==> src/logic/ppcs_pkg.sv <==
// constants, types and shared enumerations of the PD class/startup sequencer
// assumes a single 25 MHz core clock and comparator inputs already digital
//
// Function
// - type 2 config presents class 4 always
// - class 5/6: class 4 twice, then 0/1
// - class 7/8: class 4 twice, then 2/3
// - grant needs 2/4/5 events, else demoted
// - one to five events, class from pins
// - class off above cutoff, thermal, adapter, detect
// - latch allocation decode after good classification
// - broken sequence waits for mark reset
// - inrush limit level per variant
// - keepalive pulses while return current low
// - type 1-2 pulse 75 ms every 325 ms
// - type 3-4 source: one-tenth pulse length
// - three selectable keepalive duty settings
// - keepalive stays active with adapter detect
// - switch on above rising lockout, return high
// - converter and bias off during inrush
// - operational limit after inrush current drops
// - converter go after inrush and 81.5 ms
// - bias switch on, startup off 24 ms later
// - code outputs enabled within code delay
// - 50 ms startup timeout, retry on undervolt
// - bias undervolt level selectable
// - falling lockout: switch off, converter go stays
// - adapter detect forces code low-high-high
// - detect enable low forces switch off
package ppcs_pkg;
    localparam int unsigned CLK_HZ = 25_000_000;
    localparam int unsigned FILT_CYCLES = 4;
    localparam int unsigned INRUSH_MIN_US = 81_500;
    localparam int unsigned BIAS_HOLD_US = 24_000;
    localparam int unsigned STARTUP_TMO_US = 50_000;
    localparam int unsigned KA_T12_ON_US = 75_000;
    localparam int unsigned KA_T12_PER_US = 325_000;
    localparam int unsigned CYC_PER_US = CLK_HZ / 1_000_000;
    localparam int unsigned INRUSH_MIN_CYC = INRUSH_MIN_US * CYC_PER_US;
    localparam int unsigned BIAS_HOLD_CYC = BIAS_HOLD_US * CYC_PER_US;
    localparam int unsigned STARTUP_TMO_CYC = STARTUP_TMO_US * CYC_PER_US;
    localparam int unsigned KA_T12_ON_CYC = KA_T12_ON_US * CYC_PER_US;
    localparam int unsigned KA_T12_PER_CYC = KA_T12_PER_US * CYC_PER_US;
    localparam logic [2:0] CODE_ADAPTER = 3'h3;
    localparam logic [2:0] CODE_RESET = 3'h0;
    localparam logic [1:0] HW_CLASS4 = 2'h0;

    // class setting: 0 = class 4 (type 2), 1..2 = class 5/6, 3..4 = class 7/8
    typedef enum logic [2:0] {PPCS_C4, PPCS_C5, PPCS_C6, PPCS_C7, PPCS_C8} ppcs_class_t;

    typedef struct packed {
        logic above_mark_reset;
        logic in_class_range;
        logic in_mark_range;
        logic above_cutoff;
        logic lockout_rising;
        logic lockout_falling_ok;
        logic return_high;
        logic inrush_done;
        logic bias_in_on;
        logic bias_out_uv_hi;
        logic bias_out_uv_lo;
        logic return_low_current;
        logic high_type_source;
    } ppcs_cmp_t;

    typedef struct packed {
        logic class_en;
        logic [2:0] class_sel;
    } ppcs_class_drive_t;

    function automatic logic [2:0] ppcs_later_class(input ppcs_class_t c);
        unique case (c)
            PPCS_C5: ppcs_later_class = 3'h0;
            PPCS_C6: ppcs_later_class = 3'h1;
            PPCS_C7: ppcs_later_class = 3'h2;
            PPCS_C8: ppcs_later_class = 3'h3;
            default: ppcs_later_class = 3'h4;
        endcase
    endfunction

    function automatic logic [2:0] ppcs_needed_events(input ppcs_class_t c);
        unique case (c)
            PPCS_C5, PPCS_C6: ppcs_needed_events = 3'h4;
            PPCS_C7, PPCS_C8: ppcs_needed_events = 3'h5;
            default: ppcs_needed_events = 3'h2;
        endcase
    endfunction
endpackage

==> src/logic/ppcs_filter.sv <==
// comparator synchroniser and glitch filter, one per comparator bit
// assumes inputs are raw comparator levels
`timescale 1ns/1ns
module ppcs_filter #(
    parameter int WIDTH = 13,
    parameter int CYCLES = 4
) (
    input wire logic core_clk,
    input wire logic rst,
    input wire logic [WIDTH-1:0] raw,
    output logic [WIDTH-1:0] clean
);
    logic [WIDTH-1:0] s1_reg, s2_reg, clean_reg, clean_next;
    logic [WIDTH-1:0][3:0] cnt_reg, cnt_next;

    // ====================
    // filter
    always_comb begin
        clean_next = clean_reg;
        cnt_next = cnt_reg;
        for (int i = 0; i < WIDTH; i++) begin
            if (s2_reg[i] == clean_reg[i]) begin
                cnt_next[i] = 4'h0;
            end else if (cnt_reg[i] == 4'(CYCLES - 1)) begin
                clean_next[i] = s2_reg[i];
                cnt_next[i] = 4'h0;
            end else begin
                cnt_next[i] = cnt_reg[i] + 4'h1;
            end
        end
    end

    always_ff @(posedge core_clk) begin
        s1_reg <= raw;
        s2_reg <= s1_reg;
        if (rst) begin
            clean_reg <= '0;
            cnt_reg <= '0;
        end else begin
            clean_reg <= clean_next;
            cnt_reg <= cnt_next;
        end
    end

    assign clean = clean_reg;
endmodule

==> src/logic/ppcs_keepalive.sv <==
// keepalive pulse generator for the maintain power signature
// assumes enable and source type are already filtered
`timescale 1ns/1ns
module ppcs_keepalive #(
    parameter int unsigned T12_ON = ppcs_pkg::KA_T12_ON_CYC,
    parameter int unsigned T12_PER = ppcs_pkg::KA_T12_PER_CYC
) (
    input wire logic core_clk,
    input wire logic rst,
    input wire logic enable,
    input wire logic high_type,
    input wire logic [1:0] duty_sel,
    output logic pulse
);
    logic [23:0] cnt_reg, cnt_next;
    logic pulse_reg, pulse_next;
    logic [23:0] on_len, per_len;

    // ====================
    // length selection
    always_comb begin
        // longer settings cover long cables and large bulk caps
        unique case (duty_sel)
            2'h1: on_len = 24'(T12_ON + T12_ON / 2);
            2'h2: on_len = 24'(T12_ON * 2);
            default: on_len = 24'(T12_ON);
        endcase
        per_len = 24'(T12_PER);
        if (high_type) begin
            on_len = on_len / 24'hA;
            per_len = per_len / 24'hA;
        end
    end

    always_comb begin
        cnt_next = cnt_reg;
        pulse_next = 1'b0;
        if (enable) begin
            cnt_next = (cnt_reg >= per_len - 24'h1) ? 24'h0 : cnt_reg + 24'h1;
            pulse_next = cnt_next < on_len;
        end else begin
            cnt_next = 24'h0;
        end
    end

    always_ff @(posedge core_clk) begin
        if (rst) begin
            cnt_reg <= 24'h0;
            pulse_reg <= 1'b0;
        end else begin
            cnt_reg <= cnt_next;
            pulse_reg <= pulse_next;
        end
    end

    assign pulse = pulse_reg;
endmodule

==> src/logic/ppcs_sequencer.sv <==
// top of the PD classification and startup sequencer
// assumes analog thresholds arrive as comparator levels on core_clk
`timescale 1ns/1ns
module ppcs_sequencer #(
    parameter int unsigned INRUSH_MIN = ppcs_pkg::INRUSH_MIN_CYC,
    parameter int unsigned BIAS_HOLD = ppcs_pkg::BIAS_HOLD_CYC,
    parameter int unsigned STARTUP_TMO = ppcs_pkg::STARTUP_TMO_CYC,
    parameter int unsigned KA_ON = ppcs_pkg::KA_T12_ON_CYC,
    parameter int unsigned KA_PER = ppcs_pkg::KA_T12_PER_CYC,
    parameter bit HIGH_POWER_VARIANT = 1'b1
) (
    input wire logic core_clk,
    input wire logic rst,
    input wire ppcs_pkg::ppcs_cmp_t cmp_raw,
    input wire ppcs_pkg::ppcs_class_t class_setting,
    input wire logic thermal_limit,
    input wire logic adapter_detect,
    input wire logic detect_enable,
    input wire logic [1:0] keepalive_duty_select,
    input wire logic bias_undervolt_select,
    output ppcs_pkg::ppcs_class_drive_t class_drive,
    output logic hotswap_on,
    output logic inrush_limit_high,
    output logic op_limit_high,
    output logic limit_operational,
    output logic converter_go_oe,
    output logic bias_switch_on,
    output logic startup_source_on,
    output logic keepalive_pulse_drive,
    output logic alloc_code_low,
    output logic alloc_code_high,
    output logic high_type_flag,
    output logic code_enable,
    output logic power_granted
);
    ppcs_pkg::ppcs_cmp_t cmp;
    logic ka_pulse;

    ppcs_filter #(.WIDTH($bits(ppcs_pkg::ppcs_cmp_t)), .CYCLES(ppcs_pkg::FILT_CYCLES)) u_filt (
        .core_clk(core_clk),
        .rst(rst),
        .raw(cmp_raw),
        .clean(cmp)
    );

    // ====================
    // classification
    typedef enum logic [2:0] {CL_IDLE, CL_CLASS, CL_MARK, CL_BROKEN, CL_POWERED} ppcs_cl_state_t;
    ppcs_cl_state_t cl_reg, cl_next;
    logic [2:0] events_reg, events_next;
    logic [2:0] code_reg, code_next;
    logic granted_reg, granted_next;
    logic class_en_next;
    logic [2:0] class_sel_next;
    ppcs_pkg::ppcs_class_drive_t drive_reg;

    always_comb begin
        cl_next = cl_reg;
        events_next = events_reg;
        code_next = code_reg;
        granted_next = granted_reg;
        class_en_next = 1'b0;
        class_sel_next = 3'h4;
        unique case (cl_reg)
            CL_IDLE: begin
                events_next = 3'h0;
                if (cmp.in_class_range) begin
                    cl_next = CL_CLASS;
                    events_next = 3'h1;
                end
            end
            CL_CLASS: begin
                // class 4 in the first two events, setting afterwards
                class_sel_next = (events_reg <= 3'h2) ? 3'h4 : ppcs_pkg::ppcs_later_class(class_setting);
                class_en_next = 1'b1;
                if (cmp.lockout_rising) begin
                    cl_next = CL_POWERED;
                end else if (cmp.in_mark_range) begin
                    cl_next = CL_MARK;
                end else if (!cmp.above_mark_reset) begin
                    cl_next = CL_BROKEN;
                end
            end
            CL_MARK: begin
                if (cmp.lockout_rising) begin
                    cl_next = CL_POWERED;
                end else if (cmp.in_class_range) begin
                    cl_next = CL_CLASS;
                    if (events_reg != 3'h5) begin
                        events_next = events_reg + 3'h1;
                    end
                end else if (!cmp.above_mark_reset) begin
                    cl_next = CL_IDLE;
                end
            end
            CL_BROKEN: begin
                if (!cmp.above_mark_reset) begin
                    cl_next = CL_IDLE;
                end
            end
            CL_POWERED: begin
                if (!cmp.above_mark_reset) begin
                    cl_next = CL_IDLE;
                end
            end
            default: cl_next = CL_IDLE;
        endcase
        if (cl_reg != CL_POWERED && cl_next == CL_POWERED) begin
            granted_next = events_reg >= ppcs_pkg::ppcs_needed_events(class_setting);
            // low bit: class 5+ granted, high bit: class 7+ granted, top bit: type 3-4 source
            code_next = {cmp.high_type_source, events_reg >= 3'h5, events_reg >= 3'h4};
        end
        if (cmp.above_cutoff || thermal_limit || adapter_detect || !detect_enable) begin
            class_en_next = 1'b0;
        end
    end

    always_ff @(posedge core_clk) begin
        if (rst) begin
            cl_reg <= CL_IDLE;
            events_reg <= 3'h0;
            code_reg <= ppcs_pkg::CODE_RESET;
            granted_reg <= 1'b0;
            drive_reg <= '0;
        end else begin
            cl_reg <= cl_next;
            events_reg <= events_next;
            code_reg <= code_next;
            granted_reg <= granted_next;
            drive_reg <= '{class_en: class_en_next, class_sel: class_sel_next};
        end
    end

    // ====================
    // hotswap and startup
    typedef enum logic [2:0] {SU_OFF, SU_INRUSH, SU_START, SU_HOLD, SU_RUN, SU_RETRY} ppcs_su_state_t;
    ppcs_su_state_t su_reg, su_next;
    logic [23:0] tmr_reg, tmr_next;
    logic sw_reg, sw_next, oplim_reg, oplim_next, go_reg, go_next;
    logic bsw_reg, bsw_next, src_reg, src_next, cen_reg, cen_next;
    logic force_off, bias_uv;

    assign force_off = !detect_enable || thermal_limit;
    assign bias_uv = bias_undervolt_select ? cmp.bias_out_uv_lo : cmp.bias_out_uv_hi;

    always_comb begin
        su_next = su_reg;
        tmr_next = (tmr_reg == 24'hFFFFFF) ? tmr_reg : tmr_reg + 24'h1;
        sw_next = sw_reg;
        oplim_next = oplim_reg;
        go_next = go_reg;
        bsw_next = bsw_reg;
        src_next = src_reg;
        cen_next = cen_reg;
        unique case (su_reg)
            SU_OFF: begin
                sw_next = 1'b0;
                oplim_next = 1'b0;
                if (cmp.lockout_rising && cmp.return_high && !force_off) begin
                    su_next = SU_INRUSH;
                    sw_next = 1'b1;
                    tmr_next = 24'h0;
                end
            end
            SU_INRUSH: begin
                go_next = 1'b0;
                bsw_next = 1'b0;
                src_next = 1'b0;
                if (cmp.inrush_done) begin
                    oplim_next = 1'b1;
                end
                if (oplim_reg && tmr_reg >= 24'(INRUSH_MIN)) begin
                    su_next = SU_START;
                    go_next = 1'b1;
                    src_next = 1'b1;
                    tmr_next = 24'h0;
                end
            end
            SU_START: begin
                if (cmp.bias_in_on) begin
                    su_next = SU_HOLD;
                    bsw_next = 1'b1;
                    tmr_next = 24'h0;
                end else if (tmr_reg >= 24'(STARTUP_TMO)) begin
                    su_next = SU_RETRY;
                    src_next = 1'b0;
                    bsw_next = 1'b1;
                end
            end
            SU_HOLD: begin
                // codes appear as soon as bias comes up, well inside the delay
                cen_next = 1'b1;
                if (tmr_reg >= 24'(BIAS_HOLD)) begin
                    su_next = SU_RUN;
                    src_next = 1'b0;
                end
            end
            SU_RUN: begin
            end
            SU_RETRY: begin
                if (bias_uv) begin
                    su_next = SU_START;
                    bsw_next = 1'b0;
                    src_next = 1'b1;
                    tmr_next = 24'h0;
                end
            end
            default: su_next = SU_OFF;
        endcase
        // converter go is left released; downstream runs on until its own lockout
        if (su_reg != SU_OFF && (!cmp.lockout_falling_ok || force_off)) begin
            su_next = SU_OFF;
            sw_next = 1'b0;
            oplim_next = 1'b0;
            src_next = 1'b0;
        end
        if (!cmp.above_mark_reset) begin
            go_next = 1'b0;
            bsw_next = 1'b0;
            cen_next = 1'b0;
        end
    end

    always_ff @(posedge core_clk) begin
        if (rst) begin
            su_reg <= SU_OFF;
            tmr_reg <= 24'h0;
            sw_reg <= 1'b0;
            oplim_reg <= 1'b0;
            go_reg <= 1'b0;
            bsw_reg <= 1'b0;
            src_reg <= 1'b0;
            cen_reg <= 1'b0;
        end else begin
            su_reg <= su_next;
            tmr_reg <= tmr_next;
            sw_reg <= sw_next;
            oplim_reg <= oplim_next;
            go_reg <= go_next;
            bsw_reg <= bsw_next;
            src_reg <= src_next;
            cen_reg <= cen_next;
        end
    end

    // ====================
    // keepalive
    ppcs_keepalive #(.T12_ON(KA_ON), .T12_PER(KA_PER)) u_ka (
        .core_clk(core_clk),
        .rst(rst),
        .enable(sw_reg && cmp.return_low_current),
        .high_type(cmp.high_type_source),
        .duty_sel(keepalive_duty_select),
        .pulse(ka_pulse)
    );

    // ====================
    // outputs
    logic [2:0] code_out;
    assign code_out = adapter_detect ? ppcs_pkg::CODE_ADAPTER : code_reg;
    assign class_drive = drive_reg;
    assign hotswap_on = sw_reg;
    assign inrush_limit_high = HIGH_POWER_VARIANT;
    assign op_limit_high = HIGH_POWER_VARIANT;
    assign limit_operational = oplim_reg;
    assign converter_go_oe = !go_reg;
    assign bias_switch_on = bsw_reg;
    assign startup_source_on = src_reg;
    assign keepalive_pulse_drive = ka_pulse;
    assign alloc_code_low = code_out[0];
    assign alloc_code_high = code_out[1];
    assign high_type_flag = code_out[2];
    assign code_enable = cen_reg || adapter_detect;
    assign power_granted = granted_reg;
endmodule

==> config.mk <==
export PLATFORM = sky130hd
export DESIGN_NAME = ppcs_sequencer
export DESIGN_NICKNAME = d
export VERILOG_FILES = /design/src/logic/ppcs_pkg.sv /design/src/logic/ppcs_filter.sv /design/src/logic/ppcs_keepalive.sv /design/src/logic/ppcs_sequencer.sv
export SDC_FILE = /design/constraint.sdc
export NUM_CORES = 1
export LEC_CHECK = 0
export ABC_AREA = 1
export BUFFER_PORTS_ARGS = -buffer_cell sky130_fd_sc_hd__buf_2
export CORE_ASPECT_RATIO = 0.8
export CORE_UTILIZATION = 55
export CTS_CLUSTER_SIZE = 24
export DETAILED_ROUTE_END_ITERATION = 8
export PLACE_DENSITY_LB_ADDON = 0.3
export SYNTH_ARGS = -nofsm -noshare
export SYNTH_HDL_FRONTEND = slang
export SYNTH_SLANG_ARGS = --single-unit
==> constraint.sdc <==
create_clock -name core_clk -period 10.05 [get_ports core_clk]
set_input_delay 1.005 -clock core_clk [delete_from_list [all_inputs] [get_ports core_clk]]
set_output_delay 1.005 -clock core_clk [all_outputs]
set_load 0.02 [all_outputs]
==> impl_metrics.json, run 1 <==
{
  "initial_core_util_pct": 57.5,
  "syn_area_um2": 8360,
  "synthCells": 1128,
  "final_cell_count_no_fill": 1370,
  "startpoint_type": "flop",
  "vias": 7185,
  "combPwrFrac_pct": 5.4,
  "seqPwrFrac_pct": 47.8,
  "fin_skew_ns": 0.0138,
  "clk_path_buf_depth": 2,
  "dieArea_um2": 15700,
  "synth_edf_count": 0,
  "dr.max_layer_used": "met4",
  "die_height_um": 112,
  "switchingPower_uw": 324,
  "antenna_found_initial": 0,
  "hold_buffers": 0,
  "endpoint_kind": "flop",
  "ant_nets": 0,
  "syn_to_final_growth_pct": 11.6,
  "dp_cells": 1338,
  "grt_setup_unrepaired": "no",
  "fin_crit_ns": 4.14,
  "gr-total-overflow": 0,
  "insertion_delay_ns": 0.43,
  "wl_met3_um": 924,
  "yosysWarnings": 0,
  "worst_slack_ns": 5.91,
  "relSlewSlack_pct": 31.9,
  "die_w_um": 140,
  "min_path_cells": 0,
  "yosysUniqueCellTypes": 48,
  "cts_sinks": 163,
  "criticalPathCategory": "flop to flop",
  "fmax_ghz": 0.241,
  "p_clk_share_pct": 46.8,
  "status": "completed",
  "largest_reg_flops": 52,
  "syn_area_per_cell_um2": 7.42,
  "dp_worst_setup_slack_ns": 5.99,
  "worst_pin_slew_ns": 1.02,
  "power_density_nw_per_um2": 150,
  "grt_pass1_wl_mm": 30.6,
  "total_power_uw": 1400,
  "n_antenna_cell": 0,
  "period_share_pct": 41.2,
  "synthArstFlopShare_pct": 0,
  "slew_viol_final": 0,
  "drive_above_1_share_pct": 11.8,
  "rows": 39,
  "maxCapViolCount": 0,
  "setup-violations-final": 0,
  "peakVddDrop_uv": 118,
  "place_congestion": 0.914,
  "met1_length_mm": 8.91,
  "pin_count": 41,
  "grt_pass1_vias": 6616,
  "finalHoldWorstSlack_ns": 0.319,
  "sw_frac_of_total_pct": 23.1,
  "postCtsSetupBuffers": 0,
  "r2r_cells": 18,
  "drtIter0Drc": 539,
  "synth_area_leaders": "dfxtp_1, ha_1, nand2_1",
  "ys.flop_type": "dfxtp_1",
  "cts_tree": "yes",
  "numCtsBuffers": 17,
  "grt_usage_pct": 24.0,
  "routed_wl_mm": 17.5,
  "seq_area_frac_synth_pct": 39.0,
  "root_buffer": "clkbuf_16",
  "required_ns": 10.40,
  "final_nets": 1262,
  "coreArea_um2": 14500,
  "hold_viol": 0,
  "clk_pin_slew_ns": 0.07,
  "port-buffer-count": 38,
  "fin_tns_setup_ns": 0,
  "synth_most_common_cell": "nand2_1",
  "drc": 0,
  "grt_max_degree": 45,
  "wl_met2_mm": 7.47,
  "hold_path.class": "flop to flop",
  "wire_per_inst_um": 12.8,
  "power.internal_uw": 1080,
  "synth_common_cells": "nand2_1, nor2_1, dfxtp_1",
  "yosys.area.top_type": "dfxtp_1",
  "cp.arrival_ns": 4.49,
  "yosysTopAreaCellShare_pct": 39.0,
  "dr.pass1.iters": 5,
  "htreeDepth": 4,
  "p_leak_uw": 0.00402,
  "viasPerCell": 5.24,
  "ys_ff_latch": 163,
  "path_max_fanout": 44,
  "cts_resized": 0,
  "dp_hpwl_mm": 12.9
}
## worst paths after layout
kind | slack (ns) | to | startpoint
max | 5.91 | u_ka.pulse | u_filt.clean[0]
min | 0.32 | u_filt.s2_reg[5] | u_filt.s1_reg[5]
max reg2reg | 5.91 | u_ka.pulse | u_filt.clean[0]
min reg2reg | 0.32 | u_filt.s2_reg[5] | u_filt.s1_reg[5]
## logic make-up after synthesis
family	synth area share [%]
AND/OR/NAND/NOR	29.4
AO/OA/AOI/OAI	10.4
buffers and inverters	7.97
adder cells (fa/ha/maj)	9.72
XOR/XNOR	3.44
other	0.0898
flip-flops	39.0
## stage by stage
stage,util [%],cell area [um^2]
3_5_place_dp,60.0,8720
3_3_place_gp,60.0,8720
2_1_floorplan,-,8370
4_1_cts,64.2,9330
6_report,64.2,9330
5_1_grt,64.2,9330
## layout by cell type, fill, tap and decap left out, drive strengths merged, types with 4 or more instances in the layout
| cell type | synthesis | routed |
|---|---|---|
| nand2 | 193 | 193 |
| nor2 | 193 | 193 |
| dfxtp | 163 | 163 |
| inv | 155 | 156 |
| a21oi | 80 | 80 |
| ha | 65 | 65 |
| o21ai | 55 | 55 |
| nor3 | 53 | 53 |
| nand3 | 42 | 42 |
| buf | 6 | 40 |
| xor2 | 24 | 24 |
| clkbuf | 9 | 21 |
| nor4 | 18 | 18 |
| or2 | 17 | 17 |
| nand4 | 16 | 16 |
| xnor2 | 8 | 8 |
| a211oi | 6 | 6 |
| a31oi | 5 | 5 |
| clkinv | 1 | 5 |
| clkinvlp | 0 | 4 |
| o211ai | 4 | 4 |
## power by group through the flow
stage               Clock (uW)  Combinational [uW]  Sequential [uW]
floorplan                    0                57.5              684
global placement             0                73.2              685
detailed placement           0                74.9              686
CTS                        664                75.5              672
global route               700                87.3              674
finish                     657                75.4              672
## final cells by class
class | count | area, um^2
timing repair buffer | 40 | 205
clock inverter | 11 | 126
clock buffer | 21 | 480
multi-input combinational | 795 | 4440
tap | 184 | 230
fill | 1281 | 5210
sequential | 163 | 3260
inverter | 156 | 588
## per-layer routing
metal	vias to the layer above	global-route usage, %
li1	3763	-
met1	3218	33.9
met3	18	6.14
met5	-	0
met4	0	6.37
met2	186	36.4
## worst max-delay path, cell delays in order (launching register included)
cell and delay [ns]:
dfxtp_1 0.92, clkinv_1 0.60, ha_1 0.51, nand2_1 0.07, nor2_1 0.11, nand2_1 0.06
nor2_1 0.08, nand2_1 0.07, nand3_1 0.08, buf_4 0.38, nor2_1 0.11, ha_1 0.32
a21oi_1 0.15, nor3_1 0.06, a211oi_1 0.17, o211ai_1 0.11, nor2_1 0.11, nand2_1 0.06
nor2_1 0.07
Note: power is estimated with default switching activity, not from simulation.
==> inputs of run 2 (changes only) <==
ABC_AREA = 0   (was 1)
clock period = 4.2 ns   (was 10.05 ns; I/O delays follow)
==> run 2 against run 1 <==
Register-to-register slack worse by 5.6 ns; critical path depth down 5; clock skew down 0.0024 ns; final cell count fell by 17%; die area decreased by 3.4%.
==> impl_metrics.json, run 2 <==
{
  "fin_tns_setup_ns": 0,
  "cts_tree": "yes",
  "hold_viol": 0,
  "ys.flop_type": "dfxtp_1",
  "grt_usage_pct": 23.3,
  "status": "completed",
  "period_share_pct": 92.2,
  "drive_above_1_share_pct": 9.40,
  "startpoint_type": "flop",
  "grt_pass1_vias": 5744,
  "vias": 6431,
  "utilization_pct": 62.5,
  "final_nets": 1025,
  "viasPerCell": 5.69,
  "antenna_found_initial": 1,
  "cp_slowest_cell": "a2111oi_4",
  "largest_reg_flops": 52,
  "ant_nets": 0,
  "place_congestion": 0.879,
  "synth_common_cells": "dfxtp_1, nor2_1, ha_1",
  "seq_area_frac_synth_pct": 40.4,
  "dr.pass1.iters": 5,
  "initial_core_util_pct": 56.5,
  "wire_per_inst_um": 14.6,
  "die_height_um": 110,
  "hold_path.class": "input pin to flop",
  "die_w_um": 137,
  "critPathMaxStageDelay_ns": 0.49,
  "min_path_cells": 1,
  "dp_hpwl_mm": 11.8,
  "root_buffer": "clkbuf_16",
  "insertion_delay_ns": 0.43,
  "path_max_fanout": 22,
  "yosysTopAreaCellShare_pct": 40.4,
  "yosysWarnings": 0,
  "coreArea_um2": 14300,
  "cp.arrival_ns": 4.19,
  "grt_pass1_wl_mm": 27.5,
  "path_depth": 13,
  "postCtsSetupBuffers": 0,
  "gr-total-overflow": 0,
  "synthArstFlopShare_pct": 0,
  "maxCapViolCount": 0,
  "endpoint_kind": "flop",
  "drc": 0,
  "synthCells": 904,
  "htreeDepth": 4,
  "final_common_cell": "dfxtp_1",
  "rows": 39,
  "path_cells": "clkinv_1 > ha_1 > and3_1 > a221o_1 > a2111oi_4 > o21ai_4 > nor2_1 > ha_1 > nand4_1 > nor3_1 > nand3_1 > o221a_1 > o2111a_1",
  "synth_most_common_cell": "dfxtp_1",
  "cts_sinks": 163,
  "clk_pin_slew_ns": 0.07,
  "ys_ff_latch": 163,
  "synth_edf_count": 0,
  "setup-violations-final": 0,
  "dieArea_um2": 15200,
  "routed_wl_mm": 16.5,
  "critPathTopFamily": "compound AO/OA/AOI/OAI gates",
  "pin_count": 41,
  "fin_crit_ns": 3.87,
  "fmax_ghz": 0.258,
  "fin_skew_ns": 0.0114,
  "syn_area_per_cell_um2": 8.93,
  "power_density_nw_per_um2": 362,
  "grt_max_degree": 38,
  "cp_common_cell": "ha_1",
  "critPathBufInv": 1,
  "layout_common_cells": "dfxtp_1, nor2_1, ha_1, xnor2_1, nand2_1",
  "relSlewSlack_pct": 22.1,
  "worst_pin_slew_ns": 1.17,
  "yosysUniqueCellTypes": 70,
  "grt_setup_unrepaired": "no",
  "p_leak_uw": 0.00363,
  "required_ns": 4.52,
  "numCtsBuffers": 17,
  "peakVddDrop_uv": 297,
  "n_antenna_cell": 0,
  "syn_area_um2": 8080,
  "r2r_cells": 13,
  "criticalPathCategory": "flop to flop",
  "syn_to_final_growth_pct": 10.6,
  "slew_viol_final": 0,
  "clk_path_buf_depth": 2,
  "port-buffer-count": 38,
  "yosys.area.top_type": "dfxtp_1",
  "drtIter0Drc": 412,
  "synth_area_leaders": "dfxtp_1, ha_1, nor2_1"
}
run 2: cell types whose count changed after synthesis, moves of 21 or more:
cell     delta
a21oi_1    -50
inv_1     -108
xnor2_1    +37
nand2_1   -142
o21ai_0    -30
nor2_1     -33
or3_1      +21
run 2: what timing repair did:
item,4_1_cts,5_1_grt
hold buffers,0,0
gates resized for setup,0,1
endpoints found under the setup margin,0,1
run 2: report_power, final:
group / switching (uW) / internal (uW)
Sequential: 21.8 / 1580
Combinational: 77.3 / 54.7
Clock: 633 / 874
Total: 732 / 2510
run 2: cell type report:
class,count,area (um^2)
clock buffer,19,433
clock inverter,11,134
fill,1238,5360
inverter,41,154
multi-input combinational,672,4510
sequential,163,3260
tap,184,230
timing repair buffer,41,213
run 2: final timing paths:
check,start,endpoint,slack [ns]
worst max-delay path,u_filt.clean[0],u_ka.pulse,0.33
worst min-delay path,cmp_raw[4],u_filt.s1_reg[4],0.08
worst max register to register,u_filt.clean[0],u_ka.pulse,0.33
worst min register to register,u_filt.s1_reg[4],u_filt.s2_reg[4],0.33
run 2: worst reg2reg max path, stage by stage (launching register included):
cell and delay, ns:
dfxtp_1 0.33, clkinv_1 0.30, ha_1 0.42, and3_1 0.20, a221o_1 0.33, a2111oi_4 0.49, o21ai_4 0.27, nor2_1 0.22
ha_1 0.21, nand4_1 0.14, nor3_1 0.27, nand3_1 0.13, o221a_1 0.25, o2111a_1 0.22
run 2: kinds of logic after synthesis:
group | Yosys count | share of synthesized area, %
AO/OA/AOI/OAI | 132 | 11.5
buffers and inverters | 70 | 3.92
XOR/XNOR | 80 | 8.68
AND/OR/NAND/NOR | 378 | 23.6
adder cells (fa/ha/maj) | 65 | 10.1
other | 2 | 0.0930
flip-flops | 163 | 40.4
multiplexers | 14 | 1.74
run 2: layer usage:
| metal | share of wire [%] | up-vias | global-route usage [%] |
|---|---|---|---|
| met5 | 0.055 | - | 0 |
| met4 | 1.6 | 2 | 9.03 |
| met3 | 5.2 | 30 | 5.44 |
| met2 | 42 | 159 | 34.8 |
| met1 | 51 | 2994 | 32.5 |
| li1 | - | 3246 | - |
run 2: per-stage QoR:
stage	setup WS, ns	power [uW]	cells	cell area [um^2]	hold slack, ns
2_1_floorplan	0.346	1720	905	8080	0.310
3_3_place_gp	0.466	1760	1101	8360	0.311
3_5_place_dp	0.357	1770	1101	8360	0.312
4_1_cts	0.293	3270	1131	8930	0.0682
5_1_grt	0.0889	3350	1131	8930	0.0720
6_report	0.327	3240	1131	8930	0.0836
==> inputs of run 3 (changes only) <==
CORE_UTILIZATION = 54   (was 55)
clock period = 3.8 ns   (was 4.2 ns; I/O delays follow)
==> run 3 against run 2 <==
The run now ends with design-rule violations left; critical path depth is 1 higher; core utilization is 0.12 points lower; sequential share of layout area is 0.29 points lower; final area is 0.83% higher; routed wire length is 0.28% higher; first-iteration DRC count is 37% higher; die area is 1.8% higher; setup slack worse by 0.013 ns; non-clock buffer count is 6 higher; hold slack worse by 0.034 ns; global-route usage is 0.39 points lower; count of clock-buffer cells in the layout is 2 lower; critical path type unchanged; largest power group unchanged; highest routed layer is now met4.
==> impl_metrics.json, run 3 (synthesis gave the netlist of run 2 again) <==
{
  "status": "complete, but fails checks",
  "failed_checks": "design-rule violations",
  "startpoint_type": "flop",
  "relSlewSlack_pct": 45.7,
  "r2r_cells": 14,
  "worstHoldEndpoint": "u_filt.s1_reg[12]",
  "clk_pin_slew_ns": 0.07,
  "worstReg2RegStart": "u_filt.clean[0]",
  "critPathTopFamily": "compound AO/OA/AOI/OAI gates",
  "initial_core_util_pct": 55.9,
  "min-delay-start": "cmp_raw[12]",
  "r2r_setup_slack_ns": 0.31,
  "grt_setup_unrepaired": "no",
  "dieArea_um2": 15500,
  "grt_pass1_vias": 6151,
  "worst_pin_slew_ns": 0.814,
  "cp_common_cell": "ha_1",
  "n_antenna_cell": 0,
  "dp_cells": 1107,
  "endpoint_kind": "flop",
  "min_path_cells": 1,
  "period_share_pct": 91.7,
  "gr-total-overflow": 0,
  "root_buffer": "clkbuf_16",
  "critPathMaxStageDelay_ns": 0.45,
  "finalHoldWorstSlack_ns": 0.0493,
  "cp.arrival_ns": 3.80,
  "path_max_fanout": 11,
  "fin_tns_setup_ns": 0,
  "largest_reg_flops": 52,
  "dr.pass1.iters": 7,
  "dp_hpwl_mm": 11.7,
  "fillers": 1222,
  "criticalPathCategory": "flop to flop",
  "grt_usage_pct": 22.9,
  "hold_path.class": "input pin to flop",
  "wire_per_inst_um": 14.5,
  "fin_crit_ns": 3.49,
  "crit_start": "u_filt.clean[0]",
  "maxCapViolCount": 0,
  "place_congestion": 0.910,
  "drc": 5,
  "coreArea_um2": 14400,
  "setup-violations-final": 0,
  "cp_slowest_cell": "dfxtp_2",
  "rows": 39,
  "numCtsBuffers": 17,
  "htreeDepth": 4,
  "viasPerCell": 5.65,
  "fin_skew_ns": 0.00922,
  "final_common_cell": "dfxtp_1",
  "hold_viol": 0,
  "peakVddDrop_uv": 288,
  "fmax_ghz": 0.287,
  "cts_sinks": 163,
  "ant_nets": 0,
  "syn_to_final_growth_pct": 11.5,
  "drtIter0Drc": 565,
  "layout_common_cells": "dfxtp_1, nor2_1, ha_1, xnor2_1, nand2_1",
  "path_cells": "clkinv_2 > ha_1 > and3_1 > a221o_1 > a2111oi_4 > o21ai_2 > buf_4 > nor2_1 > ha_1 > nand4_1 > nor3_1 > nand3_1 > o221a_1 > o2111a_1",
  "final_cell_count_no_fill": 1139,
  "port-buffer-count": 38,
  "postCtsSetupBuffers": 0,
  "die_w_um": 139,
  "clk_path_buf_depth": 2,
  "vias": 6440,
  "p_leak_uw": 0.00369,
  "drive_above_1_share_pct": 10.6,
  "final_nets": 1031,
  "insertion_delay_ns": 0.43,
  "die_height_um": 111,
  "routed_wl_mm": 16.5,
  "cts_tree": "yes",
  "required_ns": 4.12,
  "slew_viol_final": 0,
  "total_power_uw": 3650,
  "antenna_found_initial": 0,
  "grt_pass1_wl_mm": 29.0,
  "grt_max_degree": 43,
  "pin_count": 41,
  "critPathBufInv": 2,
  "power_density_nw_per_um2": 405,
  "r2r_end": "u_ka.pulse"
}
==> run 3: changes by cell type in the layout (fill, tap and decap cells not counted), moves of 2 or more <==
cell        change
buf_4           +6
clkinv_2        +3
inv_6           +3
clkbuf_1        -2
clkinvlp_4      -3
==> run 3: layer usage <==
metal / track usage [%] / share of wire [%] / vias up
li1: - / - / 3257
met1: 32.4 / 52 / 3029
met2: 35.1 / 44 / 140
met3: 5.12 / 4.0 / 14
met4: 6.74 / 0.94 / 0
met5: 0 / 0 / -
==> run 3: layout make-up <==
class	instances	area [um^2]	area share, %
Multi-Input combinational cell	672	4500	50.0
Sequential cell	163	3260	36.2
Clock buffer	17	425	4.72
Timing Repair Buffer	47	258	2.86
Tap cell	184	230	2.56
Clock inverter	15	175	1.94
Inverter	41	155	1.72
==> run 3: metrics by stage <==
stage               util [%]  area, um^2  setup WS (ns)
CTS                     62.4        9010          0.174
detailed placement      58.2        8410          0.193
finish                  62.4        9010          0.315
floorplan                  -        8080         0.0580
global placement        58.2        8410          0.271
global route            62.4        9010        0.00287
==> run 3: worst max-delay path by stage <==
stage | endpoint | slack, ns | cells past startpoint
2_1_floorplan | u_ka.pulse | 0.06 | 15
3_3_place_gp | u_ka.pulse | 0.27 | 14
3_5_place_dp | u_ka.pulse | 0.19 | 14
4_1_cts | u_ka.pulse | 0.17 | 14
5_1_grt | u_ka.pulse | 0.003 | 14
6_report | u_ka.pulse | 0.31 | 14
==> run 3: power by group <==
group	leakage, uW	total, uW	switching [uW]	internal (uW)
clock network	0.000299	1730	747	988
registers	0.00133	1770	24.7	1740
logic	0.00206	147	86.6	60.9
total	0.00369	3650	858	2790
==> run 3: timing repair <==
item | CTS | global route
hold buffers | 0 | 0
setup endpoints to repair | 0 | 1
hold endpoints to repair | 0 | 0
resized for setup | 0 | 1
